--- config.mk ---
export PLATFORM = sky130hd
export DESIGN_NAME = pec_ctrl_regs
export DESIGN_NICKNAME = d
export VERILOG_FILES = /design/src/core/pec_ctrl_regs.v /design/src/core/pec_reg8.v /design/src/core/pec_gain_sel.v
export VERILOG_INCLUDE_DIRS = /design/src /design/src/core
export SDC_FILE = /design/constraint.sdc
export NUM_CORES = 1
export LEC_CHECK = 0
export ABC_AREA = 0
export BUFFER_PORTS_ARGS = -buffer_cell sky130_fd_sc_hd__buf_4
export CAP_MARGIN = 0
export CORE_ASPECT_RATIO = 1.1
export CORE_UTILIZATION = 30
export DETAILED_ROUTE_END_ITERATION = 7
export GPL_TIMING_DRIVEN = 0
export MAX_ROUTING_LAYER = met4
export PLACE_DENSITY = 0.47
export SETUP_SLACK_MARGIN = 0.3
export SYNTH_ARGS = -nofsm -noshare
export SYNTH_HDL_FRONTEND = slang
export SYNTH_SLANG_ARGS = --single-unit
--- constraint.sdc ---
create_clock -name clk -period 7.46 [get_ports clk]
set_input_delay 0.373 -clock clk [delete_from_list [all_inputs] [get_ports clk]]
set_output_delay 0.373 -clock clk [all_outputs]
set_load 0.01 [all_outputs]
--- src/core/pec_consts.vh ---
// register locations, field layouts and reset values of the picture bank
`ifndef PEC_CONSTS_VH
`define PEC_CONSTS_VH

// register pages
`define PEC_PG_DITHER 8'h1F
`define PEC_PG_TNR 8'h1B
`define PEC_PG_GRC 8'h1D
`define PEC_PG_UPS 8'h1C

// offsets within each page
`define PEC_A_DITHER_STEP 8'h09
`define PEC_A_TNR_ENABLE 8'h0C
`define PEC_A_DET_TC 8'h33
`define PEC_A_FLT_TC 8'h34
`define PEC_A_TNR_MIN 8'h22
`define PEC_A_TNR_MAX 8'h23
`define PEC_A_TNR_PEAK 8'h2D
`define PEC_A_TNR_CLIP 8'h2E
`define PEC_A_LUMA_DEFVOL 8'h58
`define PEC_A_LUMA_PEAK 8'h5B
`define PEC_A_LUMA_GRAD_H 8'h5C
`define PEC_A_LUMA_GRAD_L 8'h5D
`define PEC_A_GRAD_EN 8'h2E
`define PEC_A_CORING 8'h2F
`define PEC_A_RINGING 8'h31
`define PEC_A_SNR_MAN 8'h10
`define PEC_A_UPS_MAN 8'h11
`define PEC_A_GAIN_MAN 8'h12
`define PEC_A_RATIO_MIN 8'h1B
`define PEC_A_RATIO_MAX 8'h1C
`define PEC_A_NS_SHIFT 8'h24
`define PEC_A_GAIN_AUTO 8'h3E
`define PEC_A_BLK_LIMIT 8'h6D
`define PEC_A_TONE_EN 8'h80
`define PEC_A_UPS_DIS 8'h86
`define PEC_A_UPS_AUTO 8'h88
`define PEC_A_TONE_DEPTH 8'h8B

// implemented bits of each register
`define PEC_M_FULL 8'hFF
`define PEC_M_DITHER_STEP 8'h07
`define PEC_M_BIT0 8'h01
`define PEC_M_SIX 8'h3F
`define PEC_M_TNR_PEAK 8'h1F
`define PEC_M_HIGH_NIB 8'hF0
`define PEC_M_CORING 8'h77
`define PEC_M_RINGING 8'hF3
`define PEC_M_LOW_NIB 8'h0F
`define PEC_M_BIT7 8'h80
`define PEC_M_TONE_DEPTH 8'h03

// field positions
`define PEC_F_FLAG 7
`define PEC_F_HI_NIB 7:4
`define PEC_F_VCORE 6:4
`define PEC_F_HCORE 2:0
`define PEC_F_EDGE 1:0

// reset values
`define PEC_R_ZERO 8'h00
`define PEC_R_GAIN 8'h20
`define PEC_R_RATIO_MIN 8'h80
`define PEC_R_RATIO_MAX 8'h60
`define PEC_R_NS_SHIFT 8'h04

// dither step codes
`define PEC_DITH_PIXEL 3'h0
`define PEC_DITH_LINE 3'h1
`define PEC_DITH_FRAME 3'h2

// least product of text ratio and active gain
`define PEC_RATIO_FLOOR 16'h1000

`endif

--- src/core/pec_ctrl_regs.v ---
// paged control register bank of the picture enhancement pipeline
//
// How it works
// dither step code 0 pixel, 1 line, 2 frame; 3 to 7 reserved.
// temporal noise reduction runs only while its enable bit is one.
// six-bit noise detector time constant, 0 fastest, 63 slowest.
// six-bit noise filter time constant, 0 fastest, 63 slowest.
// three-bit horizontal coring strength, 0 off, 7 maximum.
// three-bit vertical coring strength in bits six to four.
// two-bit edge ringing reduction level, 0 off, 3 strongest.
// four-bit whole-picture ringing reduction in bits seven to four.
// manual spatial and upscale strengths apply only in manual mode.
// manual combined gain, 32 to 255, applies only in manual mode.
// automatic combined gain register replaces it in automatic mode.
// software keeps minimum text ratio at least 4096 over active gain.
// software should keep maximum text ratio between 96 and 128.
// noise range shift honoured only in automatic mode.
// block noise limit applies only while tone protection is enabled.
// tone protection enable bit seven reduces upscale in pale orange.
// upscale disable bit is active high.
// bit seven selects manual (0) or automatic (1) upscale control.
// tone reduction depth is inverse coded, 0 greatest, 3 least.
// reads return last written value, unimplemented bits as zero.
`timescale 1ns/10ps
`default_nettype none
`include "pec_consts.vh"
module pec_ctrl_regs (
  input wire clk,
  input wire reset,
  input wire [7:0] host_page,
  input wire [7:0] host_addr,
  input wire host_wr,
  input wire [7:0] host_wdata,
  input wire host_rd,
  output reg [7:0] host_rdata,
  output reg host_rvalid,
  output reg dither_step_pixel,
  output reg dither_step_line,
  output reg dither_step_frame,
  output reg dither_step_reserved,
  output reg temporal_nr_run,
  output reg [5:0] noise_detector_time_constant,
  output reg [5:0] noise_filter_time_constant,
  output reg [5:0] temporal_nr_min_level,
  output reg [5:0] temporal_nr_max_level,
  output reg [4:0] temporal_nr_peak_level,
  output reg [3:0] temporal_nr_clip_max,
  output reg [5:0] luma_ctrl_default_volume,
  output reg [5:0] luma_ctrl_peak_volume,
  output reg [7:0] luma_ctrl_gradient_high,
  output reg [7:0] luma_ctrl_gradient_low,
  output reg gradation_smoothing_enable,
  output reg [2:0] horizontal_coring_level,
  output reg horizontal_coring_on,
  output reg [2:0] vertical_coring_level,
  output reg vertical_coring_on,
  output reg [1:0] edge_ringing_nr_level,
  output reg edge_ringing_on,
  output reg [3:0] area_ringing_nr_level,
  output reg area_ringing_on,
  output reg upscale_run,
  output reg upscale_auto,
  output reg [7:0] spatial_nr_strength,
  output reg [7:0] upscale_strength,
  output reg [7:0] combined_gain,
  output reg [7:0] text_effect_ratio_min,
  output reg [7:0] text_effect_ratio_max,
  output reg text_ratio_low,
  output reg [3:0] noise_range_shift,
  output reg [3:0] block_noise_limit,
  output reg tone_protect_on,
  output reg [1:0] tone_reduce_amount
);
  localparam NREG = 27;
  localparam [4:0] NONE = 5'h1F;
  localparam I_DITH = 0;
  localparam I_TNR_EN = 1;
  localparam I_DET_TC = 2;
  localparam I_FLT_TC = 3;
  localparam I_TNR_MIN = 4;
  localparam I_TNR_MAX = 5;
  localparam I_TNR_PEAK = 6;
  localparam I_TNR_CLIP = 7;
  localparam I_DEFVOL = 8;
  localparam I_LPEAK = 9;
  localparam I_GRAD_H = 10;
  localparam I_GRAD_L = 11;
  localparam I_GRAD_EN = 12;
  localparam I_CORING = 13;
  localparam I_RINGING = 14;
  localparam I_SNR_MAN = 15;
  localparam I_UPS_MAN = 16;
  localparam I_GAIN_MAN = 17;
  localparam I_RATIO_MIN = 18;
  localparam I_RATIO_MAX = 19;
  localparam I_NS_SHIFT = 20;
  localparam I_GAIN_AUTO = 21;
  localparam I_BLK_LIM = 22;
  localparam I_TONE_EN = 23;
  localparam I_UPS_DIS = 24;
  localparam I_UPS_AUTO = 25;
  localparam I_TONE_DEPTH = 26;

  // page and offset to register index
  function [4:0] idx_of;
    input [7:0] pg;
    input [7:0] ad;
    begin
      case ({pg, ad})
        {`PEC_PG_DITHER, `PEC_A_DITHER_STEP}: idx_of = 5'd0;
        {`PEC_PG_TNR, `PEC_A_TNR_ENABLE}: idx_of = 5'd1;
        {`PEC_PG_TNR, `PEC_A_DET_TC}: idx_of = 5'd2;
        {`PEC_PG_TNR, `PEC_A_FLT_TC}: idx_of = 5'd3;
        {`PEC_PG_TNR, `PEC_A_TNR_MIN}: idx_of = 5'd4;
        {`PEC_PG_TNR, `PEC_A_TNR_MAX}: idx_of = 5'd5;
        {`PEC_PG_TNR, `PEC_A_TNR_PEAK}: idx_of = 5'd6;
        {`PEC_PG_TNR, `PEC_A_TNR_CLIP}: idx_of = 5'd7;
        {`PEC_PG_TNR, `PEC_A_LUMA_DEFVOL}: idx_of = 5'd8;
        {`PEC_PG_TNR, `PEC_A_LUMA_PEAK}: idx_of = 5'd9;
        {`PEC_PG_TNR, `PEC_A_LUMA_GRAD_H}: idx_of = 5'd10;
        {`PEC_PG_TNR, `PEC_A_LUMA_GRAD_L}: idx_of = 5'd11;
        {`PEC_PG_GRC, `PEC_A_GRAD_EN}: idx_of = 5'd12;
        {`PEC_PG_GRC, `PEC_A_CORING}: idx_of = 5'd13;
        {`PEC_PG_GRC, `PEC_A_RINGING}: idx_of = 5'd14;
        {`PEC_PG_UPS, `PEC_A_SNR_MAN}: idx_of = 5'd15;
        {`PEC_PG_UPS, `PEC_A_UPS_MAN}: idx_of = 5'd16;
        {`PEC_PG_UPS, `PEC_A_GAIN_MAN}: idx_of = 5'd17;
        {`PEC_PG_UPS, `PEC_A_RATIO_MIN}: idx_of = 5'd18;
        {`PEC_PG_UPS, `PEC_A_RATIO_MAX}: idx_of = 5'd19;
        {`PEC_PG_UPS, `PEC_A_NS_SHIFT}: idx_of = 5'd20;
        {`PEC_PG_UPS, `PEC_A_GAIN_AUTO}: idx_of = 5'd21;
        {`PEC_PG_UPS, `PEC_A_BLK_LIMIT}: idx_of = 5'd22;
        {`PEC_PG_UPS, `PEC_A_TONE_EN}: idx_of = 5'd23;
        {`PEC_PG_UPS, `PEC_A_UPS_DIS}: idx_of = 5'd24;
        {`PEC_PG_UPS, `PEC_A_UPS_AUTO}: idx_of = 5'd25;
        {`PEC_PG_UPS, `PEC_A_TONE_DEPTH}: idx_of = 5'd26;
        default: idx_of = NONE;
      endcase
    end
  endfunction

  // implemented bits per register index
  function [7:0] mask_of;
    input integer i;
    begin
      case (i)
        I_DITH: mask_of = `PEC_M_DITHER_STEP;
        I_TNR_EN, I_GRAD_EN: mask_of = `PEC_M_BIT0;
        I_DET_TC, I_FLT_TC, I_TNR_MIN, I_TNR_MAX: mask_of = `PEC_M_SIX;
        I_DEFVOL, I_LPEAK: mask_of = `PEC_M_SIX;
        I_TNR_PEAK: mask_of = `PEC_M_TNR_PEAK;
        I_TNR_CLIP, I_BLK_LIM: mask_of = `PEC_M_HIGH_NIB;
        I_CORING: mask_of = `PEC_M_CORING;
        I_RINGING: mask_of = `PEC_M_RINGING;
        I_NS_SHIFT: mask_of = `PEC_M_LOW_NIB;
        I_TONE_EN, I_UPS_DIS, I_UPS_AUTO: mask_of = `PEC_M_BIT7;
        I_TONE_DEPTH: mask_of = `PEC_M_TONE_DEPTH;
        default: mask_of = `PEC_M_FULL;
      endcase
    end
  endfunction

  // reset value per register index
  function [7:0] rst_of;
    input integer i;
    begin
      case (i)
        I_GAIN_MAN, I_GAIN_AUTO: rst_of = `PEC_R_GAIN;
        I_RATIO_MIN: rst_of = `PEC_R_RATIO_MIN;
        I_RATIO_MAX: rst_of = `PEC_R_RATIO_MAX;
        I_NS_SHIFT: rst_of = `PEC_R_NS_SHIFT;
        default: rst_of = `PEC_R_ZERO;
      endcase
    end
  endfunction

  wire [4:0] acc_idx;
  wire [8*NREG-1:0] bank_q;
  reg [7:0] rd_mux;
  integer k;

  assign acc_idx = idx_of(host_page, host_addr);

  genvar g;
  generate
    for (g = 0; g < NREG; g = g + 1) begin : bank
      pec_reg8 #(
        .MASK(mask_of(g)),
        .RST(rst_of(g))
      ) u_reg (
        .clk(clk),
        .reset(reset),
        .we(host_wr && (acc_idx == g)),
        .wdata(host_wdata),
        .q(bank_q[8*g +: 8])
      );
    end
  endgenerate

  // read back of the addressed register
  always @* begin
    rd_mux = 8'h00;
    for (k = 0; k < NREG; k = k + 1) begin
      if (acc_idx == k) begin
        rd_mux = bank_q[8*k +: 8];
      end
    end
  end

  always @(posedge clk) begin
    if (reset) begin
      host_rdata <= 8'h00;
      host_rvalid <= 1'b0;
    end else begin
      host_rvalid <= host_rd;
      if (host_rd) begin
        host_rdata <= rd_mux;
      end
    end
  end

  // field views of the bank
  wire [7:0] dith_q = bank_q[8*I_DITH +: 8];
  wire [7:0] coring_q = bank_q[8*I_CORING +: 8];
  wire [7:0] ringing_q = bank_q[8*I_RINGING +: 8];
  wire [7:0] clip_q = bank_q[8*I_TNR_CLIP +: 8];
  wire [7:0] blk_q = bank_q[8*I_BLK_LIM +: 8];
  wire [7:0] depth_q = bank_q[8*I_TONE_DEPTH +: 8];
  wire tone_en = bank_q[8*I_TONE_EN + `PEC_F_FLAG];
  wire ups_dis = bank_q[8*I_UPS_DIS + `PEC_F_FLAG];
  wire ups_auto = bank_q[8*I_UPS_AUTO + `PEC_F_FLAG];
  wire [7:0] snr_sel;
  wire [7:0] ups_sel;
  wire [7:0] gain_sel;
  wire [3:0] shift_sel;
  wire [3:0] limit_sel;
  wire ratio_low;

  pec_gain_sel u_gain (
    .auto_on(ups_auto),
    .tone_on(tone_en),
    .snr_manual(bank_q[8*I_SNR_MAN +: 8]),
    .ups_manual(bank_q[8*I_UPS_MAN +: 8]),
    .gain_manual(bank_q[8*I_GAIN_MAN +: 8]),
    .gain_auto(bank_q[8*I_GAIN_AUTO +: 8]),
    .ns_shift(bank_q[8*I_NS_SHIFT +: 4]),
    .blk_limit(blk_q[`PEC_F_HI_NIB]),
    .ratio_min(bank_q[8*I_RATIO_MIN +: 8]),
    .snr_sel(snr_sel),
    .ups_sel(ups_sel),
    .gain_sel(gain_sel),
    .shift_sel(shift_sel),
    .limit_sel(limit_sel),
    .ratio_low(ratio_low)
  );

  always @(posedge clk) begin
    if (reset) begin
      dither_step_pixel <= 1'b0;
      dither_step_line <= 1'b0;
      dither_step_frame <= 1'b0;
      dither_step_reserved <= 1'b0;
      temporal_nr_run <= 1'b0;
      noise_detector_time_constant <= 6'h00;
      noise_filter_time_constant <= 6'h00;
      temporal_nr_min_level <= 6'h00;
      temporal_nr_max_level <= 6'h00;
      temporal_nr_peak_level <= 5'h00;
      temporal_nr_clip_max <= 4'h0;
      luma_ctrl_default_volume <= 6'h00;
      luma_ctrl_peak_volume <= 6'h00;
      luma_ctrl_gradient_high <= 8'h00;
      luma_ctrl_gradient_low <= 8'h00;
      gradation_smoothing_enable <= 1'b0;
      horizontal_coring_level <= 3'h0;
      horizontal_coring_on <= 1'b0;
      vertical_coring_level <= 3'h0;
      vertical_coring_on <= 1'b0;
      edge_ringing_nr_level <= 2'h0;
      edge_ringing_on <= 1'b0;
      area_ringing_nr_level <= 4'h0;
      area_ringing_on <= 1'b0;
      upscale_run <= 1'b0;
      upscale_auto <= 1'b0;
      spatial_nr_strength <= 8'h00;
      upscale_strength <= 8'h00;
      combined_gain <= 8'h00;
      text_effect_ratio_min <= 8'h00;
      text_effect_ratio_max <= 8'h00;
      text_ratio_low <= 1'b0;
      noise_range_shift <= 4'h0;
      block_noise_limit <= 4'h0;
      tone_protect_on <= 1'b0;
      tone_reduce_amount <= 2'h0;
    end else begin
      // dither step decode
      dither_step_pixel <= dith_q[2:0] == `PEC_DITH_PIXEL;
      dither_step_line <= dith_q[2:0] == `PEC_DITH_LINE;
      dither_step_frame <= dith_q[2:0] == `PEC_DITH_FRAME;
      dither_step_reserved <= dith_q[2:0] > `PEC_DITH_FRAME;
      // temporal filter enable
      temporal_nr_run <= bank_q[8*I_TNR_EN];
      // detector time constant
      noise_detector_time_constant <= bank_q[8*I_DET_TC +: 6];
      // filter time constant
      noise_filter_time_constant <= bank_q[8*I_FLT_TC +: 6];
      temporal_nr_min_level <= bank_q[8*I_TNR_MIN +: 6];
      temporal_nr_max_level <= bank_q[8*I_TNR_MAX +: 6];
      temporal_nr_peak_level <= bank_q[8*I_TNR_PEAK +: 5];
      temporal_nr_clip_max <= clip_q[`PEC_F_HI_NIB];
      luma_ctrl_default_volume <= bank_q[8*I_DEFVOL +: 6];
      luma_ctrl_peak_volume <= bank_q[8*I_LPEAK +: 6];
      luma_ctrl_gradient_high <= bank_q[8*I_GRAD_H +: 8];
      luma_ctrl_gradient_low <= bank_q[8*I_GRAD_L +: 8];
      gradation_smoothing_enable <= bank_q[8*I_GRAD_EN];
      // horizontal coring, zero is off
      horizontal_coring_level <= coring_q[`PEC_F_HCORE];
      horizontal_coring_on <= |coring_q[`PEC_F_HCORE];
      // vertical coring, zero is off
      vertical_coring_level <= coring_q[`PEC_F_VCORE];
      vertical_coring_on <= |coring_q[`PEC_F_VCORE];
      // edge ringing reduction
      edge_ringing_nr_level <= ringing_q[`PEC_F_EDGE];
      edge_ringing_on <= |ringing_q[`PEC_F_EDGE];
      // whole-picture ringing reduction
      area_ringing_nr_level <= ringing_q[`PEC_F_HI_NIB];
      area_ringing_on <= |ringing_q[`PEC_F_HI_NIB];
      // disable bit active high
      upscale_run <= ~ups_dis;
      // manual or automatic control
      upscale_auto <= ups_auto;
      // gated manual strengths
      spatial_nr_strength <= snr_sel;
      upscale_strength <= ups_sel;
      // active combined gain
      // auto gain when automatic
      combined_gain <= gain_sel;
      text_effect_ratio_min <= bank_q[8*I_RATIO_MIN +: 8];
      text_effect_ratio_max <= bank_q[8*I_RATIO_MAX +: 8];
      // ratio floor status
      text_ratio_low <= ratio_low;
      // gated noise range shift
      noise_range_shift <= shift_sel;
      // gated block noise limit
      block_noise_limit <= limit_sel;
      // pale orange protection
      tone_protect_on <= tone_en;
      // inverse coded reduction depth
      tone_reduce_amount <= ~depth_q[1:0];
    end
  end
endmodule
`default_nettype wire

--- src/core/pec_reg8.v ---
// one host byte register with implemented-bit mask
`timescale 1ns/10ps
`default_nettype none
module pec_reg8 #(
  parameter [7:0] MASK = 8'hFF,
  parameter [7:0] RST = 8'h00
) (
  input wire clk,
  input wire reset,
  input wire we,
  input wire [7:0] wdata,
  output reg [7:0] q
);
  always @(posedge clk) begin
    if (reset) begin
      q <= RST & MASK;
    end else if (we) begin
      // unused bits stay zero
      q <= wdata & MASK;
    end
  end
endmodule
`default_nettype wire

--- src/core/pec_gain_sel.v ---
// manual or automatic super resolution control selection
`timescale 1ns/10ps
`default_nettype none
module pec_gain_sel (
  input wire auto_on,
  input wire tone_on,
  input wire [7:0] snr_manual,
  input wire [7:0] ups_manual,
  input wire [7:0] gain_manual,
  input wire [7:0] gain_auto,
  input wire [3:0] ns_shift,
  input wire [3:0] blk_limit,
  input wire [7:0] ratio_min,
  output reg [7:0] snr_sel,
  output reg [7:0] ups_sel,
  output reg [7:0] gain_sel,
  output reg [3:0] shift_sel,
  output reg [3:0] limit_sel,
  output reg ratio_low
);
  reg [15:0] prod;
  always @* begin
    // manual strengths only in manual mode
    snr_sel = auto_on ? 8'h00 : snr_manual;
    ups_sel = auto_on ? 8'h00 : ups_manual;
    // manual gain in manual mode
    // automatic gain in automatic mode
    gain_sel = auto_on ? gain_auto : gain_manual;
    // noise range shift in automatic mode only
    shift_sel = auto_on ? ns_shift : 4'h0;
    // block limit gated by tone protection
    limit_sel = tone_on ? blk_limit : 4'h0;
    // flag a text ratio under its floor
    prod = ratio_min * gain_sel;
    ratio_low = prod < `PEC_RATIO_FLOOR;
  end
endmodule
`default_nettype wire

; ---- Word level (Yosys, flattened, before mapping)
; Index checks and enable logic that the tools add are counted.
[word_totals]
register_bits = 285
in_bits = 28
output_inout_bits = 146
word_cells = 192
[classes]
multipliers = 1
magnitude_cmp = 2
n_eq_ne = 55
muxes = 29
bitwise = 4
n_reduce_logical = 36
[ops]
columns = operator, count
row1 = "16-bit by 13-bit equality test with 1-bit output, second input constant", 27
row2 = 8-bit two-way mux, 27
row3 = 5-bit case mux with 27 select lines, 1
row4 = "5-bit equality test, second input constant", 11
row5 = "5-bit by 4-bit equality test with 1-bit output, second input constant", 8
row6 = 1-bit logical AND, 27
row7 = "5-bit by 3-bit equality test with 1-bit output, second input constant", 4
row8 = "16-bit by 13-bit less-than comparator with 1-bit output, second input constant", 1
row9 = 8-bit by 8-bit multiplier with 16-bit output, 1
row10 = "5-bit by 2-bit equality test with 1-bit output, second input constant", 2
row11 = 2-bit OR reduction, 4
row12 = 3-bit OR reduction, 2
row13 = "5-bit by 1-bit equality test with 1-bit output, second input constant", 1
row14 = 5-bit zero test, 1
row15 = 4-bit OR reduction, 1
row16 = "3-bit by 1-bit equality test with 1-bit output, second input constant", 1
row17 = "3-bit by 2-bit equality test with 1-bit output, second input constant", 1
row18 = "3-bit by 2-bit > comparator with 1-bit output, second input constant", 1
row19 = 3-bit zero test, 1
row20 = 3-bit two-way mux, 1
row21 = 1-bit NOT, 3
row22 = 2-bit NOT, 1

; ---- Longest topological paths before layout
[depth]
ltp_word = 30
mapped_depth = 20
depth_no_buf = 19

; ---- Modules after synthesis
; Synthesis repeated with hierarchy kept, for this count alone.
[unflattened]
hier_cells = 1578
area_unflattened_um2 = 14692.8
[modules_own_cells]
columns = module, n_inst, cells_per_inst, area_per_inst_um2, seq_area_each_um2
row1 = pec_ctrl_regs, 1, 778, 6865.3, 2922.8
row2 = pec_gain_sel, 1, 259, 2219.6, 0.0
row3 = pec_reg8 (bank[13].u_reg ...), 8, 22, 232.7, 120.1
row4 = pec_reg8 (bank[10].u_reg ...), 4, 26, 285.3, 160.2
row5 = pec_reg8 (bank[17].u_reg ...), 3, 26, 290.3, 160.2
row6 = pec_reg8 (bank[12].u_reg ...), 5, 11, 90.1, 20.0
row7 = pec_reg8 (bank[22].u_reg ...), 2, 18, 173.9, 80.1
row8 = pec_reg8 (bank[19].u_reg), 1, 26, 292.8, 160.2
row9 = pec_reg8 (bank[6].u_reg), 1, 20, 206.4, 100.1
row10 = pec_reg8 (bank[20].u_reg), 1, 18, 177.7, 80.1
row11 = pec_reg8 (bank[0].u_reg), 1, 15, 142.6, 60.1
row12 = pec_reg8 (bank[26].u_reg), 1, 13, 116.4, 40.0

; ---- Worst setup path after synthesis
; Ideal clock, no wire load.
[synth_path]
path_type = register to register
startpoint = register bank[25].u_reg.q[7]
endpoint = register text_ratio_low
setup_time_ns = 0.133
arrival_ns = 4.422
t_required_ns = 7.327
path_slack_ns = 2.905
stages_incl_launch_ff = 16
n_path_buf = 1
synth_period_minus_slack_ns = 4.555
path_cell_list = dfxtp_1 -> clkbuf_1 -> mux2_2 -> and2_1 -> fa_1 -> fa_1 -> inv_1 -> fa_1 -> fa_1 -> inv_1 -> ha_1 -> nand4_1 -> o211a_1 -> o311a_1 -> mux2i_1 -> nor3_1
[synth_between]
elab_chain_len = 3
[synth_lines]
columns = item, line
row1 = "start, declared", pec_reg8.v:12  ; output reg [7:0] q
row2 = "start signal, assigned", pec_reg8.v:16  ; q <= RST & MASK;
row3 = "start signal, assigned", pec_reg8.v:19  ; q <= wdata & MASK;
row4 = 8-bit two-way mux, pec_gain_sel.v:28  ; gain_sel = auto_on ? gain_auto : gain_manual;
row5 = 8-bit by 8-bit multiplier with 16-bit output, pec_gain_sel.v:34  ; prod = ratio_min * gain_sel;
row6 = 16-bit by 13-bit less-than comparator with 1-bit output (no source line), n/a
row7 = "end signal, assigned", pec_ctrl_regs.v:341  ; text_ratio_low <= ratio_low;
row8 = "end, declared", pec_ctrl_regs.v:68  ; output reg text_ratio_low,
; Every way passes these cells.
; A chain may end at the register's enable or synchronous reset.

; ---- Final worst setup path
; Same ends and word-level chain as after synthesis.

==> Flow_metrics.wiki <==
{| class="wikitable"
! Metric !! Value
|-
| Most congested layer reported by global routing || met2
|-
| Family with the most delay on the worst path || adder cells
|-
| Synthesis Warnings || 0
|-
| GR met2 Demand/Resource || 43.44%
|-
| Clock tree from TritonCTS || yes
|-
| Dpl cells || 2,220
|-
| Final Hold Viols || 0
|-
| Crit start category || register
|-
| Crit. End Element || register
|-
| Share of the yosys chip area belonging to registers || 44.09%
|-
| Net count after synthesis || 1,581
|-
| Result of the run || finished clean
|-
| Worst hold slack || 0.05771 ns
|-
| Routability congestion estimate || 0.9525
|-
| Synthesized netlist cell count || 1,485
|-
| Peak supply drop || 0.0001547 V
|-
| Slew at the pin closest to its max-slew limit || 1.423 ns
|-
| Final wirelength || 54,000 microns
|-
| Area taken by flip-flops and latches || 0.005705 sq mm
|-
| Worst setup skew after layout || 0.01782 ns
|-
| Root buffer cell || clkbuf_16
|-
| Chip width || 200.0 microns
|-
| Buffers from clock root to sink, at most || 3
|-
| Core outline area || 0.04240 sq mm
|-
| Maximum operating frequency || 191.2 MHz
|-
| Final critical delay including setup and external delays || 5.229 ns
|-
| First-pass GRT wire length || 77,770 microns
|-
| Max capacitance violation total || 0
|-
| Overall via count from detail_route || 11.79k
|-
| First-iteration detailed-routing DRC count || 936
|-
| Highest-delay cell along the critical path || clkbuf_1
|-
| Number of fillers in the final layout || 4,433
|-
| Routed WL per cell || 23.67 microns
|-
| Post-CTS sizing || 0
|-
| Inserted Clock Buffers || 34
|-
| Per-instance average area after synthesis || 8.715 sq um
|-
| Required time worst endpoint || 7.84 ns
|-
| Setup WS post-layout || 2.231 ns
|-
| Number of ports placed on the die boundary || 174
|-
| Clock Sink Count || 285
|-
| Critical Path, Cell by Cell || clkbuf_1 -> mux2_2 -> and2_1 -> fa_1 -> inv_1 -> fa_1 -> inv_1 -> ha_1 -> inv_1 -> fa_1 -> inv_1 -> ha_1 -> nand4_1 -> nor3_1 -> a221oi_1 -> o211a_1 -> nor2_1 -> nor2_1 -> mux2i_1 -> nor3_1
|-
| Starting utilization of the core area || 30.52%
|-
| Hold-fix buffers at CTS || 0
|-
| Post-synthesis cell type count || 76
|-
| Final count of negative-setup-slack endpoints || 0
|-
| Most used cell along the critical path || inv_1
|-
| Post-layout nets || 1,785
|-
| Async SR Flop Fraction || 0%
|-
| Met1 demand-to-capacity share in global routing || 30.17%
|-
| EDFF count, synth || 0
|-
| Commonest non-fill, non-tap cells in the layout || dfxtp_1 (285), nand2_1 (268), buf_4 (170)
|-
| Total negative setup slack || 0 ns
|-
| Layout overhead on the synthesized area || 23.96%
|-
| Post-detailed-route via-to-cell ratio || 5.170
|-
| Prevailing post-synth register cell || dfxtp_1
|-
| Critical Path Max Stage Delay || 0.59 ns
|-
| Multi-input combinational cell area || 0.006574 sq mm
|-
| Number of buffers and inverters on the critical path || 5
|-
| Remaining max-slew budget at the tightest pin || 4.260%
|-
| Dominant cells by area after synthesis || dfxtp_1 (44%), nand2_1 (7.8%), a21oi_1 (5.4%)
|-
| Clock transition at the register clock pins on the worst setup and hold paths after CTS || 0.06 ns
|-
| Cell taking the most area after synthesis || dfxtp_1
|-
| Y dimension of the die || 219.8 microns
|-
| Max-slew violation count || 0
|-
| Unrepaired setup endpoints after global routing || false
|-
| Mapped cell area || 0.01294 sq mm
|-
| H-tree levels || 2
|-
| M3 GR Usage || 3.673%
|-
| Largest driver fanout on the critical path || 10
|-
| Post-CTS setup repair buffer count || 0
|-
| Maximum number of pins on one net before global-route repair || 13
|-
| Vias in the first global route || 11.39k
|-
| # port buffers || 167
|-
| Pwr dens || 210.3 mW/mm^2
|-
| Share of post-route cells with drive strength above 1 || 15.70%
|-
| Synthesis-stage register bit count || 285
|-
| Kind of critical path || register to register
|-
| End-of-flow core utilization || 37.83%
|-
| Total Die Area || 0.04397 sq mm
|-
| Share of the synthesized area in the top cell type || 44.09%
|-
| Remaining antenna violation count after routing || 0
|-
| CP Data Arrival Time || 5.61 ns
|-
| Total overflow reported by the global router || 0
|-
| Number of cell rows || 79
|-
| Final critical-path share of the clock period || 70.09%
|-
| Dpl ws || 2.159 ns
|-
| Hold crit path type || input port to register
|-
| Number of detailed-route iterations in the first pass || 6
|-
| Source-to-sink clock delay at the later pin of the worst-skew pair || 0.55 ns
|-
| Total global-route track usage || 25.52%
|-
| P_leak || 0.006299 uW
|-
| Post-Layout Cell Count || 2,281
|-
| DRC violation count after routing || 0
|-
| Most common library cell in the layout ignoring fill and taps || dfxtp_1
|-
| DPL Wire Length || 41,140 microns
|-
| Number of antenna violations at the first check in global routing || 0
|}
## worst reg2reg max path, cell delays in order, from the launching register on
cell and delay (ns):
dfxtp_1 0.41, clkbuf_1 0.59, mux2_2 0.53, and2_1 0.22, fa_1 0.42, inv_1 0.10
fa_1 0.39, inv_1 0.06, ha_1 0.12, inv_1 0.05, fa_1 0.54, inv_1 0.04
ha_1 0.30, nand4_1 0.10, nor3_1 0.05, a221oi_1 0.43, o211a_1 0.26, nor2_1 0.05
nor2_1 0.15, mux2i_1 0.20, nor3_1 0.07
## power by group
part           total, uW  leakage [uW]  switching (uW)  internal (uW)
Clock               1700      0.000541             664           1030
Sequential          1530       0.00230            1.12           1520
Combinational        149       0.00346             118           31.0
Total               3370       0.00630             783           2590
## registers in the layout, indices dropped and copies added (netlist names), 3 cells and up
| register | cells |
|---|---|
| temporal_nr_peak_level | 5 |
| bank.u_reg.q | 139 |
| combined_gain | 8 |
| area_ringing_nr_level | 4 |
| temporal_nr_clip_max | 4 |
| luma_ctrl_peak_volume | 6 |
| temporal_nr_max_level | 6 |
| host_rdata | 8 |
| noise_range_shift | 4 |
| text_effect_ratio_max | 8 |
| spatial_nr_strength | 8 |
| noise_filter_time_constant | 6 |
| luma_ctrl_gradient_low | 8 |
| noise_detector_time_constant | 6 |
| vertical_coring_level | 3 |
| luma_ctrl_gradient_high | 8 |
| text_effect_ratio_min | 8 |
| block_noise_limit | 4 |
| temporal_nr_min_level | 6 |
| upscale_strength | 8 |
| horizontal_coring_level | 3 |
| luma_ctrl_default_volume | 6 |
## worst paths after layout
path	cells past startpoint	startpoint	slack, ns	to
min	2	reset	0.06	host_rvalid
min reg2reg	2	bank[16].u_reg.q[7]	0.45	bank[16].u_reg.q[7]
max	20	bank[25].u_reg.q[7]	2.23	text_ratio_low
max reg2reg	20	bank[25].u_reg.q[7]	2.23	text_ratio_low
## per-stage QoR
| step | power (uW) | area [sq um] |
|---|---|---|
| 2_1_floorplan | 1626 | 12940 |
| 3_3_place_gp | 1706 | 14900 |
| 3_5_place_dp | 1706 | 14910 |
| 4_1_cts | 3408 | 16040 |
| 5_1_grt | 3481 | 16040 |
| 6_report | 3373 | 16040 |
## layout make-up
cell class | count | share of cell area, %
multi-input combinational | 1037 | 40.98
sequential | 285 | 35.57
timing repair buffer | 168 | 7.847
clock buffer | 52 | 6.248
tap | 567 | 4.422
buffer | 104 | 2.745
inverter | 59 | 1.381
clock inverter | 8 | 0.7956
antenna | 1 | 0.01560
## synth_stat cells, drive strengths merged, types with 3 or more instances
cell     instances
o22ai           11
inv             59
nor2            54
fa              35
a222oi           7
a22oi           10
o21ai           12
a211oi           8
dfxtp          285
and3             5
clkbuf          85
buf             19
o2111ai          3
a221oi          13
nor4            30
o31ai            4
nand4            9
nand3           98
nor2b          101
a21o             3
nand2          268
or4b             7
a22o             3
or3              4
nor3            23
ha              33
and4b            4
nor4bb           3
mux2             7
a31oi            4
mux2i           19
and2            58
or2              3
nor4b            6
nand4bb          4
nand2b           8
o221ai           3
o211ai           3
nand4b           9
a21oi          140
## cell families (layout without fill, tap and decap cells)
family | count (synthesis) | after routing | synth area share [%]
flops | 285 | 285 | 44.09
buf+inv | 163 | 391 | 5.114
fa+ha+maj | 68 | 68 | 8.605
xor+xnor | 3 | 3 | 0.2031
mux | 26 | 26 | 2.079
compound gates | 238 | 238 | 11.27
other cells | 0 | 1 | 0
simple gates | 702 | 702 | 28.64
## layer usage
metal  share of wire (%)  vias up
met1                  41     5810
li1                    -     5493
met2                  50      380
met4                 4.0        0
met3                 4.6      110
met5                   0        -
No activity file was read; power rests on OpenSTA's default activity.
